`src/common/ple_pkg.sv`:
```
// Shared constants and types of the logic equation engine.
// Assumes one 50 MHz clock and an APB register port with 12-bit addresses.
`default_nettype none
package ple_pkg;
	// Operand sources
	localparam int NWIN = 8;
	localparam int NCON = 2;
	localparam int NANA = 2;
	localparam int NDIG = 2;
	localparam int NCNT = 2;
	localparam int NETM = 2;
	localparam int ETW = 1;
	localparam int NLAT = 8;
	localparam int LATW = 3;
	localparam int NSOFT = 8;
	localparam int NREM = 8;
	localparam int NDIR = 8;
	localparam int NVO = 8;
	localparam int VOW = 3;
	localparam int NTMR = NANA + NDIG + NETM;
	localparam int NSTEP = 32;
	localparam int PCW = 5;
	localparam int OPW = 7;
	localparam int NOPS = 128;
	localparam int DW = 16;
	// Operand index bases
	localparam int B_ZERO = 0;
	localparam int B_ONE = 1;
	localparam int B_WON = 2;
	localparam int B_WOFF = 10;
	localparam int B_CMON = 18;
	localparam int B_ANA = 26;
	localparam int B_DIG = 34;
	localparam int B_CNT = 40;
	localparam int B_SOFT = 46;
	localparam int B_REM = 54;
	localparam int B_DIR = 62;
	localparam int B_VO = 70;
	// Register byte addresses
	localparam logic [11:0] A_CTRL = 12'h000;
	localparam logic [11:0] A_STATUS = 12'h004;
	localparam logic [11:0] A_SOFT = 12'h008;
	localparam logic [11:0] A_VOUT = 12'h00c;
	localparam logic [11:0] A_ANA = 12'h010;
	localparam logic [11:0] A_CSET = 12'h018;
	localparam logic [11:0] A_CVAL = 12'h020;
	localparam logic [11:0] A_DSEL = 12'h028;
	localparam logic [11:0] A_TDLY = 12'h030;
	localparam logic [11:0] A_PROG = 12'h080;
	// Field positions
	localparam int F_RUN = 0;
	localparam int F_BUSY = 0;
	localparam int F_OVR = 1;
	localparam int F_PASS = 16;
	localparam int F_FALL = 16;
	localparam int F_RDLY = 16;
	localparam int F_OPC = 12;
	localparam int F_IDX = 8;
	// Reset values
	localparam logic CTRL_RUN_RST = 1'b1;
	localparam logic [15:0] PROG_RST = 16'h0000;
	// Pass timing: four passes in each 60 Hz cycle, rounded down
	localparam int CLK_MHZ = 50;
	localparam int SYS_CYCLE_US = 16666;
	localparam int PASSES_PER_CYCLE = 4;
	localparam int PASS_CYC = SYS_CYCLE_US * CLK_MHZ / PASSES_PER_CYCLE;

	typedef enum logic [3:0] {
		OP_END = 4'h0, OP_LOAD = 4'h1, OP_LOADN = 4'h2, OP_AND = 4'h3,
		OP_OR = 4'h4, OP_XOR = 4'h5, OP_ANDN = 4'h6, OP_ORN = 4'h7,
		OP_TIMER = 4'h8, OP_LATCH = 4'h9, OP_STORE = 4'ha
	} ple_opc_t;

	typedef enum logic {ST_IDLE, ST_RUN} ple_state_t;
endpackage : ple_pkg
`default_nettype wire

```
`src/common/ple_tmr_if.sv`:
```
// Link between the engine and one pickup/reset delay timer.
// Assumes the owner drives tick, level and both delays.
`default_nettype none
interface ple_tmr_if;
	logic tick;
	logic lvl;
	logic [15:0] pkp_dly;
	logic [15:0] rst_dly;
	logic op;
	modport ctl (output tick, output lvl, output pkp_dly, output rst_dly, input op);
	modport tmr (input tick, input lvl, input pkp_dly, input rst_dly, output op);
endinterface : ple_tmr_if
`default_nettype wire

```
`src/rtl/ple_timer.sv`:
```
// Pickup/reset delay timer counting pass ticks.
// Assumes tick is a one-cycle enable from the pass divider.
`default_nettype none
module ple_timer (
	input wire logic pclk,
	input wire logic presetn,
	ple_tmr_if.tmr bus
);
	logic [15:0] cnt_r;
	logic op_r;
	logic [15:0] dly;

	assign dly = bus.lvl ? bus.pkp_dly : bus.rst_dly;
	assign bus.op = op_r;

	// Any return of the level restarts the count from zero
	always_ff @(posedge pclk or negedge presetn) begin
		if (!presetn) begin
			cnt_r <= 16'h0000;
			op_r <= 1'b0;
		end else if (bus.lvl == op_r) begin
			cnt_r <= 16'h0000;
		end else if (dly == 16'h0000) begin
			op_r <= bus.lvl;
			cnt_r <= 16'h0000;
		end else if (bus.tick) begin
			if ({1'b0, cnt_r} + 17'h00001 >= {1'b0, dly}) begin
				op_r <= bus.lvl;
				cnt_r <= 16'h0000;
			end else begin
				cnt_r <= cnt_r + 16'h0001;
			end
		end
	end
endmodule : ple_timer
`default_nettype wire

```
`src/rtl/ple_engine.sv`:
```
// Sequential logic equation engine with its operand sources and APB registers.
// Assumes a zero-wait APB master and inputs synchronous to pclk.
`default_nettype none
module ple_engine #(
	parameter int PASS_CYC = ple_pkg::PASS_CYC
) (
	input wire logic pclk,
	input wire logic presetn,
	input wire logic psel,
	input wire logic penable,
	input wire logic pwrite,
	input wire logic [11:0] paddr,
	input wire logic [31:0] pwdata,
	output logic pready,
	output logic [31:0] prdata,
	output logic pslverr,
	input wire logic [ple_pkg::NWIN-1:0] wired_in,
	input wire logic [ple_pkg::NCON-1:0] contact_v,
	input wire logic [ple_pkg::NCON-1:0] contact_i,
	input wire logic [ple_pkg::NANA-1:0][ple_pkg::DW-1:0] meas_val,
	input wire logic [ple_pkg::NANA-1:0] ana_block,
	input wire logic [ple_pkg::NCNT-1:0] cnt_pulse,
	input wire logic [ple_pkg::NREM-1:0] remote_in,
	input wire logic [ple_pkg::NDIR-1:0] direct_in,
	output logic [ple_pkg::NVO-1:0] vout
);
	function automatic logic addr_ok(input logic [11:0] a);
		return a[1:0] == 2'b00 && (a < ple_pkg::A_TDLY + 12'h018
			|| a[11:7] == ple_pkg::A_PROG[11:7]);
	endfunction : addr_ok

	function automatic logic [2:0] cnt_cmp(input logic [15:0] c, input logic [15:0] s);
		return {c > s, c == s, c < s};
	endfunction : cnt_cmp

	logic run_en_r, ovr_r;
	logic [7:0] pass_cnt_r;
	logic [ple_pkg::NSOFT-1:0] soft_r;
	logic [ple_pkg::NVO-1:0] vout_r;
	logic [16:0] ana_set_r [ple_pkg::NANA];
	logic [15:0] cset_r [ple_pkg::NCNT];
	logic [15:0] cval_r [ple_pkg::NCNT];
	logic [ple_pkg::OPW-1:0] dsel_r [ple_pkg::NDIG];
	logic [31:0] tdly_r [ple_pkg::NTMR];
	logic [15:0] prog_r [ple_pkg::NSTEP];
	logic [31:0] prdata_r, rdata_c, div_r;
	logic [ple_pkg::NANA-1:0] ana_pkp_r;
	logic [ple_pkg::NDIG-1:0] dig_pkp_r;
	logic [ple_pkg::NCNT-1:0] cpl_r;
	logic [ple_pkg::NETM-1:0] eqt_lvl_r;
	logic [ple_pkg::NLAT-1:0] lat_r;
	logic [ple_pkg::NTMR-1:0] tmr_op;
	logic [ple_pkg::NOPS-1:0] opv;
	logic [ple_pkg::PCW-1:0] pc_r;
	logic acc_r, acc_nxt, opnd, wr, tick, last, start;
	logic [15:0] ins;
	ple_pkg::ple_opc_t opc;
	ple_pkg::ple_state_t st_r;

	// APB slave: zero wait states, read data captured in the setup cycle
	assign pready = 1'b1;
	assign prdata = prdata_r;
	assign pslverr = psel && penable && !addr_ok(paddr);
	assign wr = psel && penable && pwrite && addr_ok(paddr);
	assign vout = vout_r;

	always_comb begin
		rdata_c = 32'h00000000;
		if (paddr[11:7] == ple_pkg::A_PROG[11:7]) begin
			rdata_c[15:0] = prog_r[paddr[6:2]];
		end else begin
			unique case (paddr[11:2])
				ple_pkg::A_CTRL[11:2]: rdata_c[ple_pkg::F_RUN] = run_en_r;
				ple_pkg::A_STATUS[11:2]: begin
					rdata_c[ple_pkg::F_BUSY] = st_r == ple_pkg::ST_RUN;
					rdata_c[ple_pkg::F_OVR] = ovr_r;
					rdata_c[ple_pkg::F_PASS +: 8] = pass_cnt_r;
				end
				ple_pkg::A_SOFT[11:2]: rdata_c[ple_pkg::NSOFT-1:0] = soft_r;
				ple_pkg::A_VOUT[11:2]: rdata_c[ple_pkg::NVO-1:0] = vout_r;
				ple_pkg::A_ANA[11:2]: rdata_c[16:0] = ana_set_r[0];
				ple_pkg::A_ANA[11:2] + 10'h001: rdata_c[16:0] = ana_set_r[1];
				ple_pkg::A_CSET[11:2]: rdata_c[15:0] = cset_r[0];
				ple_pkg::A_CSET[11:2] + 10'h001: rdata_c[15:0] = cset_r[1];
				ple_pkg::A_CVAL[11:2]: rdata_c[15:0] = cval_r[0];
				ple_pkg::A_CVAL[11:2] + 10'h001: rdata_c[15:0] = cval_r[1];
				ple_pkg::A_DSEL[11:2]: rdata_c[ple_pkg::OPW-1:0] = dsel_r[0];
				ple_pkg::A_DSEL[11:2] + 10'h001: rdata_c[ple_pkg::OPW-1:0] = dsel_r[1];
				default: begin
					if (paddr >= ple_pkg::A_TDLY && paddr < ple_pkg::A_TDLY + 12'h018) begin
						rdata_c = tdly_r[3'(paddr[4:2] - ple_pkg::A_TDLY[4:2])];
					end
				end
			endcase
		end
	end

	always_ff @(posedge pclk or negedge presetn) begin
		if (!presetn) begin
			prdata_r <= 32'h00000000;
		end else if (psel && !penable && !pwrite) begin
			prdata_r <= rdata_c;
		end
	end

	always_ff @(posedge pclk or negedge presetn) begin
		if (!presetn) begin
			run_en_r <= ple_pkg::CTRL_RUN_RST;
			soft_r <= '0;
			for (int i = 0; i < ple_pkg::NANA; i++) ana_set_r[i] <= 17'h00000;
			for (int i = 0; i < ple_pkg::NDIG; i++) dsel_r[i] <= 7'h00;
			for (int i = 0; i < ple_pkg::NCNT; i++) cset_r[i] <= 16'h0000;
			for (int i = 0; i < ple_pkg::NTMR; i++) tdly_r[i] <= 32'h00000000;
			for (int i = 0; i < ple_pkg::NSTEP; i++) prog_r[i] <= ple_pkg::PROG_RST;
		end else if (wr) begin
			if (paddr[11:7] == ple_pkg::A_PROG[11:7]) prog_r[paddr[6:2]] <= pwdata[15:0];
			if (paddr == ple_pkg::A_CTRL) run_en_r <= pwdata[ple_pkg::F_RUN];
			if (paddr == ple_pkg::A_SOFT) soft_r <= pwdata[ple_pkg::NSOFT-1:0];
			for (int i = 0; i < ple_pkg::NANA; i++)
				if (paddr == ple_pkg::A_ANA + 12'(4 * i)) ana_set_r[i] <= pwdata[16:0];
			for (int i = 0; i < ple_pkg::NDIG; i++)
				if (paddr == ple_pkg::A_DSEL + 12'(4 * i)) dsel_r[i] <= pwdata[6:0];
			for (int i = 0; i < ple_pkg::NCNT; i++)
				if (paddr == ple_pkg::A_CSET + 12'(4 * i)) cset_r[i] <= pwdata[15:0];
			for (int i = 0; i < ple_pkg::NTMR; i++)
				if (paddr == ple_pkg::A_TDLY + 12'(4 * i)) tdly_r[i] <= pwdata;
		end
	end

	// Pulse counters: rising edges counted, cleared when a new target is written
	always_ff @(posedge pclk or negedge presetn) begin
		if (!presetn) begin
			cpl_r <= '0;
			for (int i = 0; i < ple_pkg::NCNT; i++) cval_r[i] <= 16'h0000;
		end else begin
			cpl_r <= cnt_pulse;
			for (int i = 0; i < ple_pkg::NCNT; i++) begin
				if (wr && paddr == ple_pkg::A_CSET + 12'(4 * i)) cval_r[i] <= 16'h0000;
				else if (cnt_pulse[i] && !cpl_r[i]) cval_r[i] <= cval_r[i] + 16'h0001;
			end
		end
	end

	// Element comparators, registered so an element cannot read itself in a loop
	always_ff @(posedge pclk or negedge presetn) begin
		if (!presetn) begin
			ana_pkp_r <= '0;
			dig_pkp_r <= '0;
		end else begin
			for (int i = 0; i < ple_pkg::NANA; i++)
				ana_pkp_r[i] <= ana_set_r[i][ple_pkg::F_FALL]
					? meas_val[i] < ana_set_r[i][15:0]
					: meas_val[i] > ana_set_r[i][15:0];
			for (int i = 0; i < ple_pkg::NDIG; i++) dig_pkp_r[i] <= opv[dsel_r[i]];
		end
	end

	// Operand vector; unused indices read zero
	always_comb begin
		opv = '0;
		opv[ple_pkg::B_ZERO] = 1'b0;
		opv[ple_pkg::B_ONE] = 1'b1;
		for (int i = 0; i < ple_pkg::NWIN; i++) begin
			opv[ple_pkg::B_WON + i] = wired_in[i];
			opv[ple_pkg::B_WOFF + i] = !wired_in[i];
		end
		for (int i = 0; i < ple_pkg::NCON; i++) begin
			opv[ple_pkg::B_CMON + 4 * i] = contact_v[i];
			opv[ple_pkg::B_CMON + 4 * i + 1] = !contact_v[i];
			opv[ple_pkg::B_CMON + 4 * i + 2] = contact_i[i];
			opv[ple_pkg::B_CMON + 4 * i + 3] = !contact_i[i];
		end
		for (int i = 0; i < ple_pkg::NANA; i++) begin
			opv[ple_pkg::B_ANA + 4 * i] = ana_pkp_r[i];
			opv[ple_pkg::B_ANA + 4 * i + 1] = !ana_pkp_r[i];
			opv[ple_pkg::B_ANA + 4 * i + 2] = tmr_op[i];
			opv[ple_pkg::B_ANA + 4 * i + 3] = ana_block[i];
		end
		for (int i = 0; i < ple_pkg::NDIG; i++) begin
			opv[ple_pkg::B_DIG + 3 * i] = dig_pkp_r[i];
			opv[ple_pkg::B_DIG + 3 * i + 1] = !dig_pkp_r[i];
			opv[ple_pkg::B_DIG + 3 * i + 2] = tmr_op[ple_pkg::NANA + i];
		end
		for (int i = 0; i < ple_pkg::NCNT; i++)
			opv[ple_pkg::B_CNT + 3 * i +: 3] = cnt_cmp(cval_r[i], cset_r[i]);
		opv[ple_pkg::B_SOFT +: ple_pkg::NSOFT] = soft_r;
		opv[ple_pkg::B_REM +: ple_pkg::NREM] = remote_in;
		opv[ple_pkg::B_DIR +: ple_pkg::NDIR] = direct_in;
		opv[ple_pkg::B_VO +: ple_pkg::NVO] = vout_r;
	end

	// Delay timers: analog elements, digital elements, then equation timers
	ple_tmr_if tif [ple_pkg::NTMR] ();
	for (genvar g = 0; g < ple_pkg::NTMR; g++) begin : g_tmr
		assign tif[g].tick = tick;
		assign tif[g].pkp_dly = tdly_r[g][15:0];
		assign tif[g].rst_dly = tdly_r[g][ple_pkg::F_RDLY +: 16];
		if (g < ple_pkg::NANA) begin : g_ana
			assign tif[g].lvl = ana_pkp_r[g];
		end else if (g < ple_pkg::NANA + ple_pkg::NDIG) begin : g_dig
			assign tif[g].lvl = dig_pkp_r[g - ple_pkg::NANA];
		end else begin : g_eq
			assign tif[g].lvl = eqt_lvl_r[g - ple_pkg::NANA - ple_pkg::NDIG];
		end
		assign tmr_op[g] = tif[g].op;
		ple_timer u_tmr (
			.pclk(pclk),
			.presetn(presetn),
			.bus(tif[g])
		);
	end

	// Pass divider: one tick per quarter of a power-system cycle
	assign tick = div_r == 32'(PASS_CYC - 1);
	always_ff @(posedge pclk or negedge presetn) begin
		if (!presetn) div_r <= 32'h00000000;
		else div_r <= tick ? 32'h00000000 : div_r + 32'h00000001;
	end

	assign ins = prog_r[pc_r];
	assign opc = ple_pkg::ple_opc_t'(ins[ple_pkg::F_OPC +: 4]);
	assign opnd = opv[ins[ple_pkg::OPW-1:0]];
	assign last = opc == ple_pkg::OP_END || pc_r == ple_pkg::PCW'(ple_pkg::NSTEP - 1);
	assign start = st_r == ple_pkg::ST_IDLE && tick && run_en_r;

	always_comb begin
		unique case (opc)
			ple_pkg::OP_LOAD: acc_nxt = opnd;
			ple_pkg::OP_LOADN: acc_nxt = !opnd;
			ple_pkg::OP_AND: acc_nxt = acc_r & opnd;
			ple_pkg::OP_OR: acc_nxt = acc_r | opnd;
			ple_pkg::OP_XOR: acc_nxt = acc_r ^ opnd;
			ple_pkg::OP_ANDN: acc_nxt = acc_r & !opnd;
			ple_pkg::OP_ORN: acc_nxt = acc_r | !opnd;
			ple_pkg::OP_TIMER: acc_nxt = tmr_op[ple_pkg::NANA + ple_pkg::NDIG
				+ int'(ins[ple_pkg::F_IDX +: ple_pkg::ETW])];
			ple_pkg::OP_LATCH: acc_nxt = acc_r
				| (lat_r[ins[ple_pkg::F_IDX +: ple_pkg::LATW]] & !opnd);
			default: acc_nxt = acc_r;
		endcase
	end

	// Sequencer: a pass starts on the tick and walks the program one step a cycle
	always_ff @(posedge pclk or negedge presetn) begin
		if (!presetn) begin
			st_r <= ple_pkg::ST_IDLE;
			pc_r <= '0;
			acc_r <= 1'b0;
			pass_cnt_r <= 8'h00;
		end else if (start) begin
			st_r <= ple_pkg::ST_RUN;
			pc_r <= '0;
			acc_r <= 1'b0;
		end else if (st_r == ple_pkg::ST_RUN) begin
			acc_r <= acc_nxt;
			pc_r <= pc_r + ple_pkg::PCW'(1);
			if (last) begin
				st_r <= ple_pkg::ST_IDLE;
				pass_cnt_r <= pass_cnt_r + 8'h01;
			end
		end
	end

	// Stores update in place, so earlier results are current and later ones are old
	always_ff @(posedge pclk or negedge presetn) begin
		if (!presetn) begin
			vout_r <= '0;
			lat_r <= '0;
			eqt_lvl_r <= '0;
		end else if (st_r == ple_pkg::ST_RUN) begin
			if (opc == ple_pkg::OP_STORE)
				vout_r[ins[ple_pkg::F_IDX +: ple_pkg::VOW]] <= acc_r;
			if (opc == ple_pkg::OP_LATCH)
				lat_r[ins[ple_pkg::F_IDX +: ple_pkg::LATW]] <= acc_nxt;
			if (opc == ple_pkg::OP_TIMER)
				eqt_lvl_r[ins[ple_pkg::F_IDX +: ple_pkg::ETW]] <= acc_r;
		end
	end

	// Overrun: a tick while a pass still runs; set wins over the write-one clear
	always_ff @(posedge pclk or negedge presetn) begin
		if (!presetn) ovr_r <= 1'b0;
		else if (tick && st_r == ple_pkg::ST_RUN) ovr_r <= 1'b1;
		else if (wr && paddr == ple_pkg::A_STATUS && pwdata[ple_pkg::F_OVR]) ovr_r <= 1'b0;
	end

	logic [31:0] since_r;
	always_ff @(posedge pclk or negedge presetn) begin
		if (!presetn) since_r <= 32'h00000000;
		else if (start || !run_en_r) since_r <= 32'h00000000;
		else if (since_r != 32'hffffffff) since_r <= since_r + 32'h00000001;
	end
endmodule : ple_engine
`default_nettype wire

```
`config.mk`:
```
export PLATFORM = sky130hd
export DESIGN_NAME = ple_engine
export DESIGN_NICKNAME = d
export VERILOG_FILES = /design/src/common/ple_pkg.sv /design/src/common/ple_tmr_if.sv /design/src/rtl/ple_timer.sv /design/src/rtl/ple_engine.sv
export SDC_FILE = /design/constraint.sdc
export NUM_CORES = 2
export LEC_CHECK = 0
export ABC_CLOCK_PERIOD_IN_PS = 9460
export BUFFER_PORTS_ARGS = -buffer_cell sky130_fd_sc_hd__buf_4
export CELL_PAD_IN_SITES_DETAIL_PLACEMENT = 0
export CELL_PAD_IN_SITES_GLOBAL_PLACEMENT = 1
export CORE_UTILIZATION = 41
export CTS_CLUSTER_DIAMETER = 30
export DETAILED_ROUTE_END_ITERATION = 7
export PLACE_DENSITY_LB_ADDON = 0.1
export SKIP_LAST_GASP = 1
export SYNTH_ARGS = -nofsm -noshare
export SYNTH_HDL_FRONTEND = slang
export SYNTH_SLANG_ARGS = --single-unit
```
`constraint.sdc`:
```
create_clock -name pclk -period 9.46 [get_ports pclk]
set_clock_uncertainty 0.15 [all_clocks]
set_input_delay 1.892 -clock pclk [delete_from_list [all_inputs] [get_ports pclk]]
set_output_delay 1.892 -clock pclk [all_outputs]
set_load 0.01 [all_outputs]
```
==> reports/results.ini <==
[power_and_ir_drop]
power.total_mw = 15.3
p_int_mw = 12.0
seqPwrFrac_pct = 29.6
power_switching_mw = 3.29
power_density_nw_per_um2 = 213
max-vdd-ir-drop_mv = 0.183
p_leak_nw = 33.6
p_clk_share_pct = 67.0
p_comb_share_pct = 3.4
sw_frac_of_total_pct = 21.5

[critical_path]
startpoint_type = register
arrival_ns = 6.60
critPathKind = reg -> reg
worstSetupEndpointType = register
crit_fanout = 27
cp_slowest_stage_delay_ns = 0.71
cp_cell_sequence = buf_4 -> mux4_2 -> a32o_1 -> a31oi_1 -> nand3_1 -> mux2_1 -> mux2_1 -> a211oi_1 -> a21oi_1 -> a211oi_1 -> o21ai_0 -> a211o_1 -> a32o_1
ff2ff_path_depth = 13
crit_required_ns = 10.03
slowest_stage = nand3_1

[yosys]
synth_nets = 4942
synth_edf_count = 0
ys_seq_area_share_pct = 44.1
ys.flop_type = dfrtp_1
yosysWarnings = 0
netlist_top_cells_count = 1030 x dfrtp_1, 812 x mux2_2, 318 x mux4_2, 259 x nand2_1, 230 x clkbuf_1
yosysMostFrequentCell = dfrtp_1
yosysUniqueCellTypes = 83
synthArstFlopShare_pct = 100
ys_top_cells_by_area = dfrtp_1 44%, mux2_2 16%, mux4_2 12%
syn-cell-area_um2 = 58500
synth.avg_cell_area_um2 = 12.6
synth_cells = 4656
yosysTopAreaCellShare_pct = 44.1
yosys.area.top_type = dfrtp_1
ys_ff_latch = 1031

[clock_network]
cts_tree = yes
cts-hold-fix-buffers = 0
clk_pin_slew_ns = 0.04
post-cts-setup-buffers = 0
htree_levels = 5
clockRootBuffer = clkbuf_16
cts_buffers = 302
clk_latency_ns = 0.90
cts.sinks = 1031
ctsLongestPathBuffers = 4
cts.repair.resized = 0

[timing]
timing.fmax_ghz = 0.166
fin_crit_ns = 6.03
tightest_slew_ns = 1.50
setup-tns-final_ns = 0
rsz0062_at_grt = false
min_period_over_period_pct = 63.7
setup_violations = 0
hold_violations = 0
slew_headroom_pct = -0.130
slew_viol_final = 1

[placement]
io_buffers = 153
place.gp.congestion = 0.935
placed_area_um2 = 61500
dp_hpwl_um = 136000

[worst_hold_path]
hold_class = reg -> reg
hold_depth = 1

[routing]
wl_um = 202000
drt_iter0_markers = 3478
vias_per_cell = 5.97
route.detailed.wl_per_inst_um = 28.8
drc = 0
first_pass_iters = 8
via_count = 41800
ant_nets = 0

[floorplanning]
initial_utilization_pct = 41.3
die_h_um = 380
dieArea_um2 = 144000
rows = 138
die_w_um = 380
io_pins = 155
fp.coreArea_um2 = 142000

[global_route]
grt-ovfl-total = 0
grt_pass1_vias = 42400
antenna_found_initial = 13
grt_pass1_wl_um = 298000
grt_max_degree = 168
grt_usage_pct = 27.9

[status]
violations = max-capacitance violations, max-slew violations
outcome = complete, but fails checks

[layout]
drive_above_1_share_pct = 37.5
syn2layout_area_growth_pct = 22.9
final_nets = 5167
design_area_um2 = 71900
fill_cells = 12400

[job]
cap_violations = 1

[power groups by stage]
stage | logic (mW) | clock network [mW] | registers (mW)
final | 0.522 | 10.3 | 4.53
after global routing | 0.570 | 10.6 | 4.53
after CTS | 0.528 | 10.4 | 4.53
after detailed placement | 0.526 | 0 | 4.59
after global placement | 0.524 | 0 | 4.59
after floorplan | 0.235 | 0 | 4.56
[sequential cells by signal, indices dropped and copies added (netlist names), 14 cells and up]
register and cells:
ana_set_r 34, prdata 32, cset_r 32, prog_r 512, cval_r 32, dsel_r 14, tdly_r 192, g_tmr.u_tmr.cnt_r 96
div_r 32
[through the flow]
| step | hold slack (ns) | setup WS, ns | util (%) | cells |
|---|---|---|---|---|
| 6_report | 0.328 | 3.43 | 50.8 | 7000 |
| 5_1_grt | 0.349 | 3.17 | 50.8 | 6993 |
| 4_1_cts | 0.321 | 3.51 | 50.8 | 6993 |
| 3_5_place_dp | 0.312 | 3.31 | 43.4 | 6467 |
| 3_3_place_gp | 0.313 | 3.28 | 43.4 | 6467 |
| 2_1_floorplan | 0.293 | 4.23 | - | 4656 |
[cell type report]
class / count / area [um^2] / share of cell area [%]
antenna: 7 / 17.5 / 0.0244
clock buffer: 414 / 8780 / 12.2
clock inverter: 112 / 1580 / 2.20
inverter: 106 / 398 / 0.554
multi-input combinational: 3188 / 30900 / 43.0
sequential: 1031 / 25800 / 35.9
tap: 1890 / 2360 / 3.29
timing repair buffer: 252 / 2000 / 2.78
[cells in the final DEF (no fill, tap or decap), types with 38 or more instances in the layout]
| master | count |
|---|---|
| mux4_2 | 318 |
| mux2i_1 | 227 |
| a22o_1 | 55 |
| inv_1 | 104 |
| nor2_1 | 180 |
| nand4_1 | 96 |
| o21ai_0 | 137 |
| a31oi_1 | 41 |
| o21a_1 | 42 |
| dfrtp_1 | 1026 |
| nand3_1 | 90 |
| clkbuf_1 | 42 |
| clkbuf_8 | 62 |
| clkinv_2 | 55 |
| buf_4 | 242 |
| and3_1 | 61 |
| xor2_1 | 87 |
| ha_1 | 173 |
| clkbuf_16 | 311 |
| mux2_2 | 812 |
| bufinv_16 | 38 |
| a21oi_1 | 109 |
| nand2_1 | 257 |
| xnor2_1 | 82 |
[worst paths after layout]
path / slack, ns / to / startpoint
max in group asynchronous: 6.41 / g_tmr[2].u_tmr.cnt_r[3] / presetn
min reg2reg: 0.33 / pass_cnt_r[7] / pass_cnt_r[7]
max: 3.43 / acc_r / pc_r[0]
max reg2reg: 3.43 / acc_r / pc_r[0]
min: 0.33 / pass_cnt_r[7] / pass_cnt_r[7]
min in group asynchronous: 0.82 / g_tmr[4].u_tmr.cnt_r[10] / presetn
[logic make-up after synthesis]
group                    share of synthesized area, %
AO/OA/AOI/OAI                                    6.74
XOR/XNOR                                         2.53
adder cells (fa/ha/maj)                          3.70
buffers and inverters                            3.10
flip-flops                                       44.1
multiplexers                                     32.3
other                                         0.00641
AND/OR/NAND/NOR                                  7.54
[routing by layer]
metal | track usage [%] | wire length, um
met3 | 4.93 | 12200
met2 | 41.2 | 88900
met4 | 9.42 | 6210
met5 | 0 | 17
met1 | 41.3 | 94400
[critical path: cells and delay by family, from the launching register on]
kind	cells	cell delay (ns)
flip-flops	1	0.69
AO/OA/AOI/OAI	8	2.31
AND/OR/NAND/NOR	1	0.71
buffers and inverters	1	0.54
multiplexers	3	1.49
No activity file was read; power rests on OpenSTA's default activity.
